--- config.mk ---
export PLATFORM = sky130hd
export DESIGN_NAME = can_rx_buffer_steering
export DESIGN_NICKNAME = d
export VERILOG_FILES = /design/src/rtl/frame_fifo.v /design/src/rtl/can_rx_buffer_steering.v
export VERILOG_INCLUDE_DIRS = /design/src /design/src/rtl
export SDC_FILE = /design/constraint.sdc
export NUM_CORES = 1
export LEC_CHECK = 0
export ABC_AREA = 0
export BUFFER_PORTS_ARGS = -buffer_cell sky130_fd_sc_hd__buf_2
export CAP_MARGIN = 40
export CORE_ASPECT_RATIO = 1.75
export CORE_MARGIN = 4
export CORE_UTILIZATION = 55
export DETAILED_ROUTE_END_ITERATION = 10
export PLACE_DENSITY_LB_ADDON = 0.12
export RECOVER_POWER = 50
export SYNTH_ARGS = -nofsm -noshare
export SYNTH_HDL_FRONTEND = slang
export SYNTH_SLANG_ARGS = --single-unit
--- constraint.sdc ---
create_clock -name ref_clk -period 4.8 [get_ports ref_clk]
set_input_delay 0 -clock ref_clk [delete_from_list [all_inputs] [get_ports ref_clk]]
set_output_delay 0 -clock ref_clk [all_outputs]
set_load 0.005 [all_outputs]
--- src/rtl/rx_steer_consts.vh ---
// constants for the receive-buffer steering block
`ifndef RX_STEER_CONSTS_VH
`define RX_STEER_CONSTS_VH
// register offsets
`define OFS_FULL_PIN_CTRL   8'h0E
`define OFS_IRQ_FLAGS       8'h2C
`define OFS_RX_HI_CTRL      8'h60
`define OFS_RX_LO_CTRL      8'h70
// assembly buffer / receive buffer length in bytes
`define MAB_LEN             13
`define MAB_IDX_W           4
// control register fields
`define CTL_MODE_HI         6
`define CTL_MODE_LO         5
`define CTL_RTR             3
`define CTL_ROLL            2
`define CTL_ROLL_COPY       1
`define CTL_HIT0            0
// full pin control fields
`define FPC_HI_IRQ          0
`define FPC_LO_IRQ          1
`define FPC_HI_EN           2
`define FPC_LO_EN           3
`define FPC_HI_LVL          4
`define FPC_LO_LVL          5
// irq flag fields
`define IFL_HI_LOADED       0
`define IFL_LO_LOADED       1
// receive modes
`define MODE_FILTERED       2'h0
`define MODE_STD_ONLY       2'h1
`define MODE_EXT_ONLY       2'h2
`define MODE_ALL            2'h3
// reset values
`define RST_CTRL            8'h00
`define RST_FPC             8'h00
// fifo shape
`define FIFO_WIDTH          10
`define FIFO_DEPTH          16
`define FIFO_AW             4
`endif

--- src/rtl/frame_fifo.v ---
// small synchronous fifo between link capture and buffer steering
`default_nettype none
module frame_fifo #(
    parameter WIDTH = 10,
    parameter DEPTH = 16,
    parameter AW    = 4
) (
    input  wire             ref_clk,
    input  wire             resetn,
    input  wire             ce,
    input  wire             in_valid,
    output wire             in_ready,
    input  wire [WIDTH-1:0] in_data,
    output wire             out_valid,
    input  wire             out_ready,
    output wire [WIDTH-1:0] out_data
);
    reg [WIDTH-1:0] mem_r [0:DEPTH-1];
    reg [AW-1:0]    wr_ptr_r;
    reg [AW-1:0]    rd_ptr_r;
    reg [AW:0]      count_r;
    wire            push;
    wire            pop;

    localparam [AW:0]   DEPTH_C = DEPTH;
    localparam [AW:0]   ONE_C   = 1;
    localparam [AW-1:0] STEP_C  = 1;

    assign in_ready  = (count_r != DEPTH_C);
    assign out_valid = (count_r != {(AW+1){1'b0}});
    assign push      = in_valid && in_ready;
    assign pop       = out_valid && out_ready;
    assign out_data  = mem_r[rd_ptr_r];

    always @(posedge ref_clk) begin
        if (ce && push) begin
            mem_r[wr_ptr_r] <= in_data;
        end
    end

    always @(posedge ref_clk) begin
        if (!resetn) begin
            wr_ptr_r <= {AW{1'b0}};
            rd_ptr_r <= {AW{1'b0}};
            count_r  <= {(AW+1){1'b0}};
        end else if (ce) begin
            if (push) begin
                wr_ptr_r <= wr_ptr_r + STEP_C;
            end
            if (pop) begin
                rd_ptr_r <= rd_ptr_r + STEP_C;
            end
            if (push && !pop) begin
                count_r <= count_r + ONE_C;
            end else if (pop && !push) begin
                count_r <= count_r - ONE_C;
            end
        end
    end
endmodule
`default_nettype wire

--- src/rtl/can_rx_buffer_steering.v ---
// receive-buffer steering: priority, rollover, modes and full pins
// What this block does
// RL1: high buffer has filters 0-1, low buffer 2-5; high buffer is tried first.
// RL2: rollover on, high buffer loaded and low buffer free: message goes low, no overflow.
// RL3: storing a message updates filter number and remote flag bits 3:0.
// RL4: mode 00 accepts valid messages passing filters; filter picks id type.
// RL5: mode 01 standard only, 10 extended only; mismatched filter never hits.
// RL6: mode 11 takes every message regardless of filter values.
// RL7: mode 11 also loads the assembled part of an errored frame.
// RL8: first full pin serves high buffer, second serves low buffer.
// RL9: enable and irq select set: pin low while loaded flag set.
// RL10: irq select 0, enable 1: pin follows its level bit.
// RL11: host changes pin level only by bit-modify writes, avoiding glitches.
// RL12: bits 7 and 4 of high control ignore writes, read zero.
// RL13: loaded flag set on store; buffer locked until host clears it.
// RL14: acceptance copies whole assembly buffer over the target buffer.
// RL15: high filter-hit bit 0/1 for filter 0/1, kept through rollover.
`include "rx_steer_consts.vh"
`default_nettype none
module can_rx_buffer_steering (
    input  wire       ref_clk,
    input  wire       resetn,
    input  wire       ce,
    input  wire       link_clk,
    input  wire       link_valid,
    input  wire [7:0] link_data,
    input  wire       link_last,
    input  wire       link_err,
    output wire       link_ready,
    input  wire [5:0] filter_ext_id_select,
    input  wire [7:0] reg_addr,
    input  wire       reg_wr,
    input  wire [7:0] reg_mask,
    input  wire [7:0] reg_wdata,
    output reg  [7:0] reg_rdata_r,
    output reg        rx_hi_full_pin,
    output reg        rx_hi_full_pin_oe,
    output reg        rx_lo_full_pin,
    output reg        rx_lo_full_pin_oe,
    output reg        rx_overflow_r
);
    localparam [1:0] ST_HEAD   = 2'h0;
    localparam [1:0] ST_BODY   = 2'h1;
    localparam [1:0] ST_COMMIT = 2'h2;
    localparam [`MAB_IDX_W-1:0] IDX_ONE = 1;
    localparam [`MAB_IDX_W-1:0] IDX_MAX = `MAB_LEN;
    localparam [7:0] RST_CTRL_C = `RST_CTRL;

    // link pins come from another clock: two stages before any use
    reg  [11:0] sync1_r;
    reg  [11:0] sync2_r;
    reg         clk_prev_r;
    wire        link_rise;
    wire        fifo_out_valid;
    wire        fifo_out_ready;
    wire [9:0]  fifo_out_data;

    reg  [1:0]  state_r;
    reg  [7:0]  head_r;
    reg         frame_err_r;
    reg  [`MAB_IDX_W-1:0] idx_r;
    reg  [7:0]  mab_r    [0:`MAB_LEN-1];
    reg  [7:0]  buf_hi_r [0:`MAB_LEN-1];
    reg  [7:0]  buf_lo_r [0:`MAB_LEN-1];

    reg  [1:0]  hi_mode_r;
    reg         hi_rtr_r;
    reg         rollover_enable_r;
    reg         hi_hit_r;
    reg  [1:0]  lo_mode_r;
    reg         lo_rtr_r;
    reg  [2:0]  lo_hit_r;
    reg  [7:0]  full_pin_control_r;
    reg         hi_loaded_r;
    reg         lo_loaded_r;

    integer     i;

    // filter hits that survive the buffer's receive mode
    function [5:0] mode_hits;
        input [1:0] mode;
        input [5:0] match;
        input [5:0] sel;
        input       ext;
        begin
            case (mode)
                `MODE_FILTERED: mode_hits = match; // RL4
                `MODE_STD_ONLY: mode_hits = match & ~sel & {6{~ext}}; // RL5
                `MODE_EXT_ONLY: mode_hits = match & sel & {6{ext}}; // RL5
                default:        mode_hits = match;
            endcase
        end
    endfunction

    function [7:0] bit_modify;
        input [7:0] old;
        input [7:0] wd;
        input [7:0] mask;
        begin
            bit_modify = (old & ~mask) | (wd & mask);
        end
    endfunction

    // header: [5:0] raw filter matches, [6] extended id, [7] remote
    wire [5:0] hits_hi  = mode_hits(hi_mode_r, head_r[5:0],
                                    filter_ext_id_select, head_r[6]);
    wire [5:0] hits_lo  = mode_hits(lo_mode_r, head_r[5:0],
                                    filter_ext_id_select, head_r[6]);
    wire       all_hi   = (hi_mode_r == `MODE_ALL);
    wire       all_lo   = (lo_mode_r == `MODE_ALL);
    // errored frames reach a buffer only in receive-everything mode
    wire       hi_ok    = (all_hi || (!frame_err_r && |hits_hi[1:0])); // RL6 RL7
    wire       lo_ok    = (all_lo || (!frame_err_r && |hits_lo[5:2])); // RL6 RL7
    wire       hi_hit_n = !hits_hi[0] && hits_hi[1]; // RL15
    wire [2:0] lo_hit_n = hits_lo[2] ? 3'h2 : hits_lo[3] ? 3'h3 :
                          hits_lo[4] ? 3'h4 : hits_lo[5] ? 3'h5 : 3'h2;
    wire       commit   = (state_r == ST_COMMIT);
    wire       to_hi    = commit && hi_ok && !hi_loaded_r; // RL1 RL13
    wire       roll     = commit && hi_ok && hi_loaded_r &&
                          rollover_enable_r && !lo_loaded_r; // RL2
    wire       to_lo_f  = commit && !hi_ok && lo_ok && !lo_loaded_r; // RL1
    wire       to_lo    = roll || to_lo_f;
    wire       ovf      = commit && !to_hi && !to_lo &&
                          ((hi_ok && !(hi_loaded_r && rollover_enable_r))
                           || lo_ok || roll);
    wire       wr_hi_c  = reg_wr && (reg_addr == `OFS_RX_HI_CTRL);
    wire       wr_lo_c  = reg_wr && (reg_addr == `OFS_RX_LO_CTRL);
    wire       wr_fpc   = reg_wr && (reg_addr == `OFS_FULL_PIN_CTRL);
    wire       wr_ifl   = reg_wr && (reg_addr == `OFS_IRQ_FLAGS);
    wire [7:0] hi_ctrl  = {1'b0, hi_mode_r, 1'b0, hi_rtr_r,
                           rollover_enable_r, rollover_enable_r,
                           hi_hit_r}; // RL12
    wire [7:0] lo_ctrl  = {1'b0, lo_mode_r, 1'b0, lo_rtr_r, lo_hit_r};
    wire [7:0] ifl      = {6'h00, lo_loaded_r, hi_loaded_r};
    wire [7:0] hi_wv    = bit_modify(hi_ctrl, reg_wdata, reg_mask);
    wire [7:0] lo_wv    = bit_modify(lo_ctrl, reg_wdata, reg_mask);
    wire [7:0] ifl_wv   = bit_modify(ifl, reg_wdata, reg_mask);
    wire [7:0] fpc_wv   = bit_modify(full_pin_control_r, reg_wdata, reg_mask);

    assign link_rise      = sync2_r[11] && !clk_prev_r;
    // drain stalls while a frame is being copied into a buffer
    assign fifo_out_ready = !commit;

    frame_fifo #(
        .WIDTH (`FIFO_WIDTH),
        .DEPTH (`FIFO_DEPTH),
        .AW    (`FIFO_AW)
    ) u_fifo (
        .ref_clk   (ref_clk),
        .resetn    (resetn),
        .ce        (ce),
        .in_valid  (link_rise && sync2_r[10]),
        .in_ready  (link_ready),
        .in_data   (sync2_r[9:0]),
        .out_valid (fifo_out_valid),
        .out_ready (fifo_out_ready),
        .out_data  (fifo_out_data)
    );

    always @(posedge ref_clk) begin
        if (!resetn) begin
            sync1_r    <= 12'h000;
            sync2_r    <= 12'h000;
            clk_prev_r <= 1'b0;
        end else if (ce) begin
            sync1_r    <= {link_clk, link_valid, link_err, link_last,
                           link_data};
            sync2_r    <= sync1_r;
            clk_prev_r <= sync2_r[11];
        end
    end

    // assembly: header, then body bytes until an entry marked last
    always @(posedge ref_clk) begin
        if (!resetn) begin
            state_r     <= ST_HEAD;
            head_r      <= 8'h00;
            frame_err_r <= 1'b0;
            idx_r       <= {`MAB_IDX_W{1'b0}};
        end else if (ce) begin
            case (state_r)
                ST_HEAD: begin
                    if (fifo_out_valid) begin
                        head_r      <= fifo_out_data[7:0];
                        frame_err_r <= fifo_out_data[9];
                        idx_r       <= {`MAB_IDX_W{1'b0}};
                        state_r     <= fifo_out_data[8] ? ST_COMMIT
                                                        : ST_BODY;
                    end
                end
                ST_BODY: begin
                    if (fifo_out_valid) begin
                        if (idx_r != IDX_MAX) begin
                            idx_r <= idx_r + IDX_ONE;
                        end
                        frame_err_r <= fifo_out_data[9];
                        if (fifo_out_data[8]) begin
                            state_r <= ST_COMMIT;
                        end
                    end
                end
                ST_COMMIT: begin
                    state_r <= ST_HEAD;
                end
                default: begin
                    state_r <= ST_HEAD;
                end
            endcase
        end
    end

    // bytes never assembled read zero once copied
    always @(posedge ref_clk) begin
        if (!resetn) begin
            for (i = 0; i < `MAB_LEN; i = i + 1) begin
                mab_r[i]    <= 8'h00;
                buf_hi_r[i] <= 8'h00;
                buf_lo_r[i] <= 8'h00;
            end
        end else if (ce) begin
            for (i = 0; i < `MAB_LEN; i = i + 1) begin
                if (state_r == ST_HEAD && fifo_out_valid) begin
                    mab_r[i] <= 8'h00;
                end else if (state_r == ST_BODY && fifo_out_valid &&
                             idx_r == i[`MAB_IDX_W-1:0]) begin
                    mab_r[i] <= fifo_out_data[7:0];
                end
                if (to_hi) begin
                    buf_hi_r[i] <= mab_r[i]; // RL14
                end
                if (to_lo) begin
                    buf_lo_r[i] <= mab_r[i]; // RL14
                end
            end
        end
    end

    always @(posedge ref_clk) begin
        if (!resetn) begin
            hi_mode_r          <= RST_CTRL_C[`CTL_MODE_HI:`CTL_MODE_LO];
            hi_rtr_r           <= 1'b0;
            rollover_enable_r  <= 1'b0;
            hi_hit_r           <= 1'b0;
            lo_mode_r          <= RST_CTRL_C[`CTL_MODE_HI:`CTL_MODE_LO];
            lo_rtr_r           <= 1'b0;
            lo_hit_r           <= 3'h0;
            full_pin_control_r <= `RST_FPC;
            hi_loaded_r        <= 1'b0;
            lo_loaded_r        <= 1'b0;
            rx_overflow_r      <= 1'b0;
        end else if (ce) begin
            if (wr_hi_c) begin
                hi_mode_r         <= hi_wv[`CTL_MODE_HI:`CTL_MODE_LO];
                rollover_enable_r <= hi_wv[`CTL_ROLL];
            end
            if (wr_lo_c) begin
                lo_mode_r <= lo_wv[`CTL_MODE_HI:`CTL_MODE_LO];
            end
            if (wr_fpc) begin
                full_pin_control_r <= {2'h0, fpc_wv[5:0]}; // RL11
            end
            if (to_hi) begin
                hi_rtr_r <= head_r[7]; // RL3
                hi_hit_r <= hi_hit_n; // RL3 RL15
            end
            if (to_lo) begin
                lo_rtr_r <= head_r[7]; // RL3
                // rolled message keeps its high filter number
                lo_hit_r <= roll ? {2'h0, hi_hit_n} : lo_hit_n; // RL2 RL15
            end
            // a store in the clearing cycle keeps the flag set
            hi_loaded_r <= to_hi ||
                           (wr_ifl ? ifl_wv[`IFL_HI_LOADED]
                                   : hi_loaded_r); // RL13
            lo_loaded_r <= to_lo ||
                           (wr_ifl ? ifl_wv[`IFL_LO_LOADED]
                                   : lo_loaded_r); // RL13
            rx_overflow_r <= ovf;
        end
    end

    // read data follows the address one cycle later
    always @(posedge ref_clk) begin
        if (!resetn) begin
            reg_rdata_r <= 8'h00;
        end else if (ce) begin
            if (reg_addr == `OFS_RX_HI_CTRL) begin
                reg_rdata_r <= hi_ctrl; // RL12
            end else if (reg_addr == `OFS_RX_LO_CTRL) begin
                reg_rdata_r <= lo_ctrl;
            end else if (reg_addr == `OFS_FULL_PIN_CTRL) begin
                reg_rdata_r <= full_pin_control_r;
            end else if (reg_addr == `OFS_IRQ_FLAGS) begin
                reg_rdata_r <= ifl;
            end else if (reg_addr > `OFS_RX_HI_CTRL &&
                         reg_addr <= `OFS_RX_HI_CTRL + `MAB_LEN) begin
                reg_rdata_r <= buf_hi_r[reg_addr - `OFS_RX_HI_CTRL - 1];
            end else if (reg_addr > `OFS_RX_LO_CTRL &&
                         reg_addr <= `OFS_RX_LO_CTRL + `MAB_LEN) begin
                reg_rdata_r <= buf_lo_r[reg_addr - `OFS_RX_LO_CTRL - 1];
            end else begin
                reg_rdata_r <= 8'h00;
            end
        end
    end

    // disabled pins float high through oe low
    always @(posedge ref_clk) begin
        if (!resetn) begin
            rx_hi_full_pin    <= 1'b1;
            rx_hi_full_pin_oe <= 1'b0;
            rx_lo_full_pin    <= 1'b1;
            rx_lo_full_pin_oe <= 1'b0;
        end else if (ce) begin
            rx_hi_full_pin_oe <= full_pin_control_r[`FPC_HI_EN]; // RL8
            rx_lo_full_pin_oe <= full_pin_control_r[`FPC_LO_EN]; // RL8
            if (!full_pin_control_r[`FPC_HI_EN]) begin
                rx_hi_full_pin <= 1'b1;
            end else if (full_pin_control_r[`FPC_HI_IRQ]) begin
                rx_hi_full_pin <= !hi_loaded_r; // RL9
            end else begin
                rx_hi_full_pin <= full_pin_control_r[`FPC_HI_LVL]; // RL10
            end
            if (!full_pin_control_r[`FPC_LO_EN]) begin
                rx_lo_full_pin <= 1'b1;
            end else if (full_pin_control_r[`FPC_LO_IRQ]) begin
                rx_lo_full_pin <= !lo_loaded_r; // RL9
            end else begin
                rx_lo_full_pin <= full_pin_control_r[`FPC_LO_LVL]; // RL10
            end
        end
    end
endmodule
`default_nettype wire

After elaboration in Yosys (flattened, before gate mapping)
Memories as Yosys holds them, arrays and structs flattened. A register that Yosys moved wholly into a read port is not among the register bits.
Index checks and enable logic that the tools add are counted.
{"block": "classes", "magnitude_cmp": 4, "eq_ne": 30, "muxes": 164, "n_bitwise": 68, "reduce_logical": 83, "add_sub_neg": 9}
{"operator": "8-bit 2-to-1 mux", "count": 58}
{"operator": "1-bit 2-to-1 mux", "count": 86}
{"operator": "1-bit bitwise OR", "count": 52}
{"operator": "1-bit logical AND", "count": 44}
{"operator": "6-bit bitwise AND", "count": 5}
{"operator": "7-bit bitwise AND", "count": 3}
{"operator": "4-bit == test, second input constant", "count": 5}
{"operator": "4-bit 2-to-1 mux", "count": 5}
{"operator": "4-bit by 3-bit == test with 1-bit output, second input constant", "count": 4}
{"operator": "8-bit by 7-bit == test with 1-bit output, second input constant", "count": 2}
{"operator": "8-bit by 7-bit greater-than comparator with 1-bit output, second input constant", "count": 2}
{"operator": "8-bit by 7-bit less-or-equal comparator with 1-bit output, second input constant", "count": 2}
{"operator": "2-bit AND reduction", "count": 8}
{"operator": "3-bit 2-to-1 mux", "count": 5}
{"operator": "7-bit bitwise OR", "count": 2}
{"operator": "4-bit by 1-bit adder with 4-bit output, second input constant", "count": 3}
{"operator": "1-bit logical NOT", "count": 12}
{"operator": "6-bit case mux with 2 select lines", "count": 1}
{"operator": "2-bit == test, second input constant", "count": 5}
{"operator": "5-bit 2-to-1 mux", "count": 2}
{"operator": "4-bit by 2-bit == test with 1-bit output, second input constant", "count": 2}
{"operator": "8-bit by 4-bit == test with 1-bit output, second input constant", "count": 1}
{"operator": "8-bit by 6-bit == test with 1-bit output, second input constant", "count": 1}
{"operator": "2-bit 2-to-1 mux", "count": 4}
{"operator": "27 further kinds", "count": 44}
{"block": "word_totals", "regBits": 85, "word_cells": 388, "inputBits": 46, "out_inout_bits": 14, "memories": 4, "ram_bits": 472}
{"name": "u_fifo.mem_r", "words": 16, "word_bits": 10, "read_ports": 1, "rd_ports_with_merged_regs": 1, "write_ports": 1, "line": "frame_fifo.v:18", "source": "reg [WIDTH-1:0] mem_r [0:DEPTH-1];"}
{"name": "buf_hi_r", "words": 13, "word_bits": 8, "read_ports": 1, "rd_ports_with_merged_regs": 0, "write_ports": 13, "line": "can_rx_buffer_steering.v:63", "source": "reg [7:0] buf_hi_r [0:`MAB_LEN-1];"}
{"name": "buf_lo_r", "words": 13, "word_bits": 8, "read_ports": 1, "rd_ports_with_merged_regs": 0, "write_ports": 13, "line": "can_rx_buffer_steering.v:64", "source": "reg [7:0] buf_lo_r [0:`MAB_LEN-1];"}
{"name": "mab_r", "words": 13, "word_bits": 8, "read_ports": 13, "rd_ports_with_merged_regs": 0, "write_ports": 13, "line": "can_rx_buffer_steering.v:62", "source": "reg [7:0] mab_r [0:`MAB_LEN-1];"}

Logic depth before layout (Yosys ltp)
Gate-level depths: netlist of run 1.
{"block": "logic_depth", "depth_word": 17, "depth_mapped": 14, "mapped_depth_nobuf": 12}

Hierarchy
Synthesis of run 1 repeated with hierarchy kept, for this count alone.
{"block": "hier_totals", "hier_cells": 1561, "hier_area_um2": 23587.6}
{"mod": "can_rx_buffer_steering", "area_per_inst_um2": 16602.2, "n_inst": 1, "cells_per_inst": 1201, "seq_area_each_um2": 10810.4}
{"mod": "frame_fifo", "area_per_inst_um2": 6985.4, "n_inst": 1, "cells_per_inst": 360, "seq_area_each_um2": 5144.9}

Worst setup path before layout of run 1
No wires, ideal clock.
{"block": "synth_timing", "kind": "register -> register", "startpoint": "reg (tool-made name)", "endpoint": "mem buf_lo_r[0][0], enable pin", "stages_incl_launch_ff": 10, "path_slack_ns": 0.237, "arrival_time_ns": 3.609, "synth_period_minus_slack_ns": 4.563, "n_path_buf": 1, "t_required_ns": 3.846, "setup_time_ns": 0.954, "cell_sequence": "dfxtp_1 inv_1 ha_1 and3_1 o311a_1 nor3_2 or4_1 buf_2 a21bo_2 nand2_1"}
{"item": "to (decl)", "line": "can_rx_buffer_steering.v:64"}

==> impl_metrics.tcl, run 1 <==
set metrics [dict create \
    fmax_mhz 258 \
    p_int_uw 8710 \
    synth_top_cell_area_share_pct 59.8 \
    status "finished, violations left" \
    power_uw 11800 \
    cp_num_cells 7 \
    power_frac_comb_pct 14.8 \
    ctsHtreeMaxLevel 2 \
    fin_crit_sh_pct 80.6 \
    synth.distinct_cells 61 \
    ir_worst_vdd_mv 0.396 \
    hold_depth 4 \
    cp.required_ns 5.26 \
    grt_pass1_wl_um 81900 \
    fin_crit_ns 3.87 \
    antenna_left 0 \
    clock_path_buffers 3 \
    p_leak_uw 0.00968 \
    path_clk_slew_ns 0.07 \
    min_path_type "in -> reg" \
    nNetsFinal 1798 \
    p_sw_share_pct 26.0 \
    avgViaCountPerCell 5.76 \
    async_flop_share_pct 0 \
    pwr-share-seq_pct 51.2 \
    synth_edf_count 472 \
    first_iter_violations 904 \
    fin_cells 2330 \
    synth_nets 1685 \
    worstMarginPinSlew_ns 2.64 \
    antenna_found_initial 0 \
    grt_max_degree 84 \
    grtUsageTotal_pct 23.4 \
    die_y_um 283 \
    routed_wl_um 53400 \
    hold_viol_final 0 \
    first_global_vias 14200 \
    initial_utilization_pct 55.7 \
    ios 60 \
    layout_common_cells "472 x edfxtp_1, 132 x nor2_1, 126 x nand2_1, 97 x and3_1, 94 x and2_1" \
    maxCapViolCount 3 \
    layout-drive-gt1-share_pct 15.1 \
    syn_inst 1616 \
    crit_fanout 14 \
    tns_ns 0 \
    slowest_stage "clkbuf_1" \
    hp-start "reg_addr[6]" \
    drc 0 \
    clk-insertion-delay-late_ns 0.58 \
    slew_headroom_pct -76.1 \
    path_buf_inv 2 \
    violations "max-capacitance violations, max-slew violations" \
    r2r_cells 7 \
    worstSetupPathType "reg -> reg" \
    post-cts-setup-buffer-count 0 \
    pwr-share-clk_pct 33.9 \
    worstPathCellList "clkbuf_1 > mux4_2 > mux2_2 > o21ai_0 > clkbuf_1 > o21ai_0 > and2_0" \
    start_kind "flop" \
    p_per_area_mw_per_mm2 440 \
    regToRegSetupSlack_ns 0.93 \
    rows 100 \
    finalSetupViolCount 0 \
    min_to "reg_rdata_r[4]" \
    syn2layout_area_growth_pct 13.0 \
    cp_top_family "buffers and inverters" \
    skew_ns 0.0206 \
    yosysTopAreaCell "edfxtp_1" \
    ys_top_cells_by_area "edfxtp_1 60%, mux4_2 8.6%, dfxtp_1 7.5%, and2_1 3.4%, and3_1 2.6%" \
    overflow 0 \
    tritoncts "done" \
    n_antenna_cell 0 \
    core_area_sq_mm 0.0425 \
    synth_area_sq_mm 0.0237 \
    endpoint_kind "flop" \
    num_vias 13400 \
    yosys_most_used_dff "edfxtp_1" \
    port_buffers 57 \
    ys_ff_latch 561 \
    yosysWarnings 0 \
    cts_root_buf "clkbuf_16" \
    hpwlAfterDp_um 35800 \
    clock_sinks 561 \
    critPathMaxStageDelay_ns 0.90 \
    routedWlPerCell_um 22.9 \
    rsz0062_at_grt "no" \
    arrival_ns 4.32 \
    p_sw_uw 3060 \
    maxSlewViolCount 108 \
    drt-pass1-iter-count 5 \
    synth_seq_area_share_pct 67.3 \
    die_x_um 165 \
    final_common_cell "edfxtp_1" \
    dp.cells 2181 \
    gp_congestion 0.905 \
    syn_avg_cell_area_sq_um 14.7 \
    r2r-end "head_r[2]" \
    die-area_sq_mm 0.0466 \
    numCtsBuffers 50 \
]
## timing repair
item / 4_1_cts / 5_1_grt
setup endpoints to repair: 0 / 0
gates resized for setup: 0 / 0
hold buffers: 57 / 0
hold endpoints to repair: 59 / 0
## per-stage QoR
step	setup slack [ns]	instance area (sq um)	utilization (%)	hold WS [ns]
2_1_floorplan	0.237	23700	-	0.156
3_3_place_gp	1.46	24500	57.7	0.258
3_5_place_dp	1.44	24700	58.0	0.267
4_1_cts	1.41	26900	63.2	0.0190
5_1_grt	0.606	26800	63.0	0.0592
6_report	0.931	26800	63.0	0.0461
## layer usage
layer | part of all wire, % | global-route usage, % | up-vias
li1 | - | - | 6255
met5 | 0 | 0 | -
met2 | 58 | 45.1 | 321
met3 | 3.4 | 2.48 | 121
met4 | 5.1 | 10.8 | 0
met1 | 34 | 25.4 | 6724
## worst max path at each step
stage / end / start / slack [ns]
2_1_floorplan: buf_lo_r[0][0] / flop / 0.24
3_3_place_gp: buf_hi_r[8][6] / flop / 1.46
3_5_place_dp: buf_hi_r[8][6] / flop / 1.44
4_1_cts: buf_hi_r[10][4] / flop / 1.41
5_1_grt: mab_r[0][6] / resetn / 0.61
6_report: head_r[2] / flop / 0.93
## synth_stat cells, drive strengths merged, types with 2 or more instances
cell type / instances
a2111oi: 2
a211oi: 2
a21boi: 11
a21o: 5
a21oi: 23
a221oi: 4
a32o: 5
a32oi: 6
a41oi: 2
and2: 129
and3: 97
buf: 31
clkbuf: 71
dfxtp: 89
edfxtp: 472
ha: 22
inv: 16
mux2: 12
mux2i: 56
mux4: 91
nand2: 128
nand2b: 11
nand3: 24
nand4: 7
nor2: 132
nor2b: 48
nor3: 20
nor3b: 7
nor4: 3
o211ai: 5
o21ai: 30
o221ai: 4
o22ai: 3
o311a: 3
o31ai: 8
or2: 3
or3: 4
or4: 3
xnor2: 10
xor2: 5
## power by group through the flow
stage / Sequential (uW) / Combinational (uW) / Clock, uW
6_report: 6030 / 1750 / 3990
5_1_grt: 6080 / 1900 / 4260
4_1_cts: 6040 / 1790 / 4060
3_5_place_dp: 6140 / 1760 / 0
3_3_place_gp: 6150 / 1700 / 0
2_1_floorplan: 6010 / 1260 / 0
## tightest hold or removal path: cells and delay by family
| kind | cells | cell delay, ns |
|---|---|---|
| compound gates | 1 | 0.25 |
| buf+inv | 1 | 0.11 |
| simple gates | 2 | 0.23 |
## cells by family after synthesis
| group | synth area share, % |
|---|---|
| AOI/OAI and AO/OA | 3.56 |
| xor gates and xnor gates | 0.554 |
| adders and majority gates | 1.25 |
| buffers and inverters | 2.26 |
| DFF | 67.3 |
| muxes | 11.6 |
| and+or+nand+nor | 13.5 |
## cell type report
| class | instances | area (sq um) |
|---|---|---|
| flip-flops and latches | 561 | 16000 |
| fillers | 3147 | 15800 |
| multi-input cells | 937 | 7240 |
| clock buffers | 58 | 1300 |
| repair buffers | 163 | 1190 |
| well taps | 561 | 702 |
| clock inverters | 34 | 329 |
| inverters | 16 | 60.1 |
## sequential cells by signal (all words and copies together) (netlist names), 5 cells and up, named ones only
| name | count |
|---|---|
| mab_r | 104 |
| head_r | 8 |
| sync2_r | 12 |
| buf_hi_r | 104 |
| buf_lo_r | 104 |
| u_fifo.count_r | 5 |
| u_fifo.mem_r | 160 |
| sync1_r | 12 |
| reg_rdata_r | 8 |
Note: power is estimated with default switching activity, not from simulation.
==> run 2: changes to the inputs <==
Settings changed: ABC_AREA 0 to 1.
Clock period 4.8 ns to 3.7 ns, I/O delays scaled along.
==> impl_metrics.tcl, run 2 <==
set metrics [dict create \
    status "finished, violations left" \
    violations "max-capacitance violations, max-slew violations" \
    hpwlAfterDp_um 42700 \
    syn_inst 2289 \
    num_vias 16700 \
    cp_top_family "buffers and inverters" \
    synth_nets 2358 \
    clk-insertion-delay-late_ns 0.57 \
    final.setup.worst_slack_ns 0.568 \
    fmax_mhz 319 \
    async_flop_share_pct 0 \
    first_global_vias 16800 \
    synth_area_sq_mm 0.0241 \
    p_sw_share_pct 29.7 \
    fin_crit_ns 3.13 \
    final_common_cell "edfxtp_1" \
    cts_hold_buffers 37 \
    fin_area_sq_mm 0.0268 \
    synth_edf_count 472 \
    dp_slack_ns 0.848 \
    synth_top_cells_by_count "472 x edfxtp_1, 401 x nor2_1, 379 x nand2_1, 195 x nand3_1, 171 x inv_1" \
    gp_congestion 0.892 \
    synth_most_common_cell "edfxtp_1" \
    finalSetupViolCount 0 \
    skew_ns 0.0176 \
    die_x_um 166 \
    grtUsageTotal_pct 26.2 \
    antenna_found_initial 1 \
    pwr-share-clk_pct 31.0 \
    cts_root_buf "clkbuf_16" \
    rsz0062_at_grt "no" \
    rows 101 \
    tns_ns 0 \
    grt_pass1_wl_um 95300 \
    die_y_um 285 \
    maxSlewViolCount 81 \
    routedWlPerCell_um 21.0 \
    clock_sinks 561 \
    nNetsFinal 2446 \
    yosysTopAreaCell "edfxtp_1" \
    synth_top_cell_area_share_pct 58.9 \
    tritoncts "done" \
    final_core_util_pct 61.8 \
    arrival_ns 3.54 \
    core_area_sq_mm 0.0433 \
    syn2layout_area_growth_pct 11.5 \
    worstPathCellList "clkbuf_2 > o21ai_0 > o221ai_1 > o211ai_1 > nand2_1 > inv_1 > nor2_1" \
    syn_avg_cell_area_sq_um 10.5 \
    drt-pass1-iter-count 5 \
    path_clk_slew_ns 0.06 \
    synth_seq_area_share_pct 66.3 \
    ios 60 \
    top_register "u_fifo.mem_r" \
    fin_hold_ws_ns 0.0950 \
    initial_utilization_pct 55.5 \
    worstSetupPathType "reg -> reg" \
    port_buffers 57 \
    ys_top_cells_by_area "edfxtp_1 59%, dfxtp_1 7.4%, nor2_1 6.3%, nand2_1 5.9%, nand3_1 4.1%" \
    antenna_left 0 \
    p_sw_uw 4580 \
    ctsHtreeMaxLevel 2 \
    ir_worst_vdd_mv 0.470 \
    maxCapViolCount 1 \
    avgViaCountPerCell 5.61 \
    hold_viol_final 0 \
    place_area_sq_mm 0.0251 \
    largest_reg_flops 160 \
    clock_path_buffers 3 \
    layout-drive-gt1-share_pct 10.0 \
    ys_ff_latch 561 \
    grt_max_degree 81 \
    endpoint_kind "flop" \
    overflow 0 \
    cp.required_ns 4.10 \
    drc 0 \
    slowest_stage "clkbuf_2" \
    min_path_type "in -> reg" \
    post_cts_resized 0 \
    worstMarginPinSlew_ns 1.56 \
    power_frac_comb_pct 18.8 \
    p_per_area_mw_per_mm2 575 \
    crit_fanout 80 \
    fin_crit_sh_pct 84.7 \
    die-area_sq_mm 0.0473 \
    slew_headroom_pct -3.82 \
    p_leak_uw 0.0100 \
    first_iter_violations 1321 \
    numCtsBuffers 48 \
    synth.distinct_cells 42 \
    pwr-share-seq_pct 50.2 \
    start_kind "flop" \
    critPathMaxStageDelay_ns 1.13 \
    path_buf_inv 2 \
    p_int_uw 10800 \
    yosys_most_used_dff "edfxtp_1" \
    yosysWarnings 0 \
    layout_common_cells "472 x edfxtp_1, 401 x nor2_1, 379 x nand2_1, 195 x nand3_1, 177 x inv_1" \
    post-cts-setup-buffer-count 0 \
    routed_wl_um 62400 \
]
[run 2: cell types whose count changed in the layout (fill, tap and decap cells not counted), sizes merged, moves of 56 or more]
cell / previous run / this run
inv: 19 / 184
o21ai: 30 / 160
nand2: 128 / 384
nor2: 132 / 482
and2: 129 / 1
mux2i: 56 / 0
and3: 97 / 0
nand3: 24 / 196
mux4: 91 / 0
[run 2: cell families after synthesis]
logic type,share of synthesized area (%)
flip-flops,66.3
adder cells (fa/ha/maj),1.23
AND/OR/NAND/NOR,19.8
buffers and inverters,5.22
XOR/XNOR,0.224
AO/OA/AOI/OAI,7.22
[run 2: path summary, 6_finish.rpt]
| path | from | endpoint | slack (ns) | cells after the start |
|---|---|---|---|---|
| worst min-delay path | filter_ext_id_select[0] | hi_hit_r | 0.09 | 6 |
| worst max register to register | flop | mab_r[0][0] | 0.57 | 7 |
| worst min register to register | reg_rdata_r[4] | reg_rdata_r[4] | 0.47 | 2 |
| worst max-delay path | flop | mab_r[0][0] | 0.57 | 7 |
[run 2: routing by layer]
layer  vias to the layer above  routed length, um  global-route usage (%)  part of all wire, %
met4                         0               4100                    14.8                  6.6
li1                       7959                  -                       -                    -
met2                       523              33300                    48.7                   53
met5                         -                  0                       0                    0
met1                      8051              22000                    28.8                   35
met3                       174               3010                    3.16                  4.8
[run 2: layout make-up]
cell class | instances | area [sq um]
Sequential cell | 561 | 16000
Multi-Input combinational cell | 1426 | 6860
Timing Repair Buffer | 152 | 1130
Clock inverter | 25 | 184
Tap cell | 566 | 708
Inverter | 188 | 708
Antenna cell | 1 | 2.50
Fill cell | 3503 | 16500
Clock buffer | 58 | 1260
[run 2: tightest hold or removal path: cells and delay by family]
kind | cells | cell delay, ns
buffers and inverters | 2 | 0.23
and+or+nand+nor | 2 | 0.21
AOI/OAI and AO/OA | 2 | 0.16
[run 2: per-stage QoR]
step	power, uW	instances
after global placement	10600	2854
after detailed placement	10800	2856
after global routing	16000	2977
final	15400	2977
after floorplan	9710	2289
after CTS	15500	2976
[run 2: power by group through the flow]
stage               logic [uW]  clock network [uW]  registers, uW
floorplan                 1930                   0           7790
global placement          2790                   0           7850
detailed placement        2890                   0           7870
CTS                       2920                4840           7740
global route              3170                5100           7780
finish                    2890                4780           7730
==> run 3: changes to the inputs <==
Clock period 3.7 ns to 2.7 ns, I/O delays scaled along.
==> impl_metrics.tcl, run 3 (synthesized netlist as in run 2, its figures left out) <==
set metrics [dict create \
    rows 101 \
    layout-drive-gt1-share_pct 13.0 \
    r2r_cells 13 \
    fmax_mhz 383 \
    hold_viol_final 0 \
    maxSlewViolCount 0 \
    layout_common_cells "472 x edfxtp_1, 401 x nor2_1, 377 x nand2_1, 194 x nand3_1, 172 x inv_1" \
    drc 0 \
    endpoint_kind "flop" \
    arrival_ns 3.11 \
    fin_cells 3015 \
    fin_crit_ns 2.61 \
    antenna_left 0 \
    ctsHtreeMaxLevel 2 \
    antenna_found_initial 1 \
    fin_crit_sh_pct 96.7 \
    first_global_vias 17100 \
    initial_utilization_pct 55.5 \
    hpwlAfterDp_um 44300 \
    p_leak_uw 0.0104 \
    die_x_um 166 \
    numCtsBuffers 48 \
    skew_ns 0.0193 \
    port_buffers 57 \
    path_clk_slew_ns 0.07 \
    drt-pass1-iter-count 6 \
    power_uw 21900 \
    nNetsFinal 2482 \
    worstSetupPathType "in -> reg" \
    cts_root_buf "clkbuf_16" \
    num_vias 17000 \
    gp_congestion 0.930 \
    cp.required_ns 3.20 \
    final_core_util_pct 63.5 \
    ios 60 \
    start_kind "input pin" \
    final_common_cell "edfxtp_1" \
    p_per_area_mw_per_mm2 795 \
    grt_max_degree 99 \
    regToRegSetupSlack_ns 0.22 \
    grt_pass1_wl_um 98100 \
    ir_worst_vdd_mv 0.640 \
    crit_fanout 16 \
    grtUsageTotal_pct 27.1 \
    reg2reg_from "u_fifo.count_r[0]" \
    core_area_sq_mm 0.0433 \
    overflow 0 \
    syn2layout_area_growth_pct 14.5 \
    min_path_type "in -> reg" \
    finalSetupViolCount 0 \
    dp.cells 2892 \
    first_iter_violations 1472 \
    avgViaCountPerCell 5.64 \
    maxCapViolCount 0 \
    fin_hold_ws_ns 0.0821 \
    clk-insertion-delay-late_ns 0.57 \
    largest_reg_flops 160 \
    routedWlPerCell_um 21.5 \
    clock_sinks 561 \
    post-cts-setup-buffer-count 0 \
    tritoncts "done" \
    top_register "u_fifo.mem_r" \
    hold_depth 6 \
    worstMarginPinSlew_ns 1.38 \
    routed_wl_um 64900 \
    clock_path_buffers 3 \
    slew_headroom_pct 7.75 \
    worstSetupStartpoint "ce" \
    die-area_sq_mm 0.0473 \
    status "complete, no violations" \
    hp-start "filter_ext_id_select[0]" \
    die_y_um 285 \
]
[run 3: cell types whose count changed in the layout (fill, tap and decap cells not counted), moves of 3 or more]
cell	delta
clkinv_1	-7
inv_1	-5
buf_12	+18
clkbuf_1	-21
buf_6	+4
inv_2	+5
buf_4	+35
clkbuf_8	+3
buf_2	+3
clkbuf_2	-3
[run 3: layout make-up]
class / count / area [sq um]
flip-flops and latches: 561 / 16000
fillers: 3432 / 15800
well taps: 566 / 708
clock buffers: 61 / 1320
multi-input cells: 1426 / 6910
clock inverters: 24 / 233
inverters: 188 / 708
diodes: 1 / 2.50
repair buffers: 188 / 1700
[run 3: final timing paths]
check,endpoint
worst max-delay path,flop
worst min-delay path,hi_hit_r
worst max register to register,u_fifo.count_r[4]
worst min register to register,hi_hit_r
[run 3: metal layers]
layer | vias up | GRT usage, % | part of all wire, %
li1 | 8021 | - | -
met1 | 8234 | 30.2 | 35
met2 | 597 | 50.8 | 54
met3 | 153 | 2.99 | 5.4
met4 | 0 | 13.4 | 5.3
met5 | - | 0 | 0
[run 3: stage by stage]
| step | setup slack [ns] | area (sq um) | setup TNS, ns |
|---|---|---|---|
| after global routing | -0.00966 | 27500 | -0.00966 |
| after global placement | 0.129 | 25500 | 0 |
| final | 0.0886 | 27500 | 0 |
| after detailed placement | 0.134 | 25600 | 0 |
| after floorplan | -0.560 | 24100 | -59.12 |
| after CTS | 0.115 | 27500 | 0 |
[run 3: repair_timing]
action | 4_1_cts | 5_1_grt
resized for setup | 0 | 3
endpoints found under the setup margin | 0 | 3
hold buffers | 37 | 0
endpoints found under the hold margin | 28 | 0
[run 3: worst max-delay path, stage by stage]
cell and delay, ns:
dlygate4sd3_1 0.56, buf_2 0.22, buf_6 0.24, nand2_1 0.21, nor3_2 0.23, buf_4 0.25, nand3_1 0.09, dlygate4sd3_1 0.57
a21oi_1 0.14, dlygate4sd3_1 0.58
[run 3: where the power goes]
| part | switching (uW) | internal, uW | total [uW] |
|---|---|---|---|
| clock | 3030 | 3850 | 6880 |
| sequential | 395 | 10300 | 10700 |
| combinational | 3060 | 1310 | 4370 |
| total | 6480 | 15400 | 21900 |
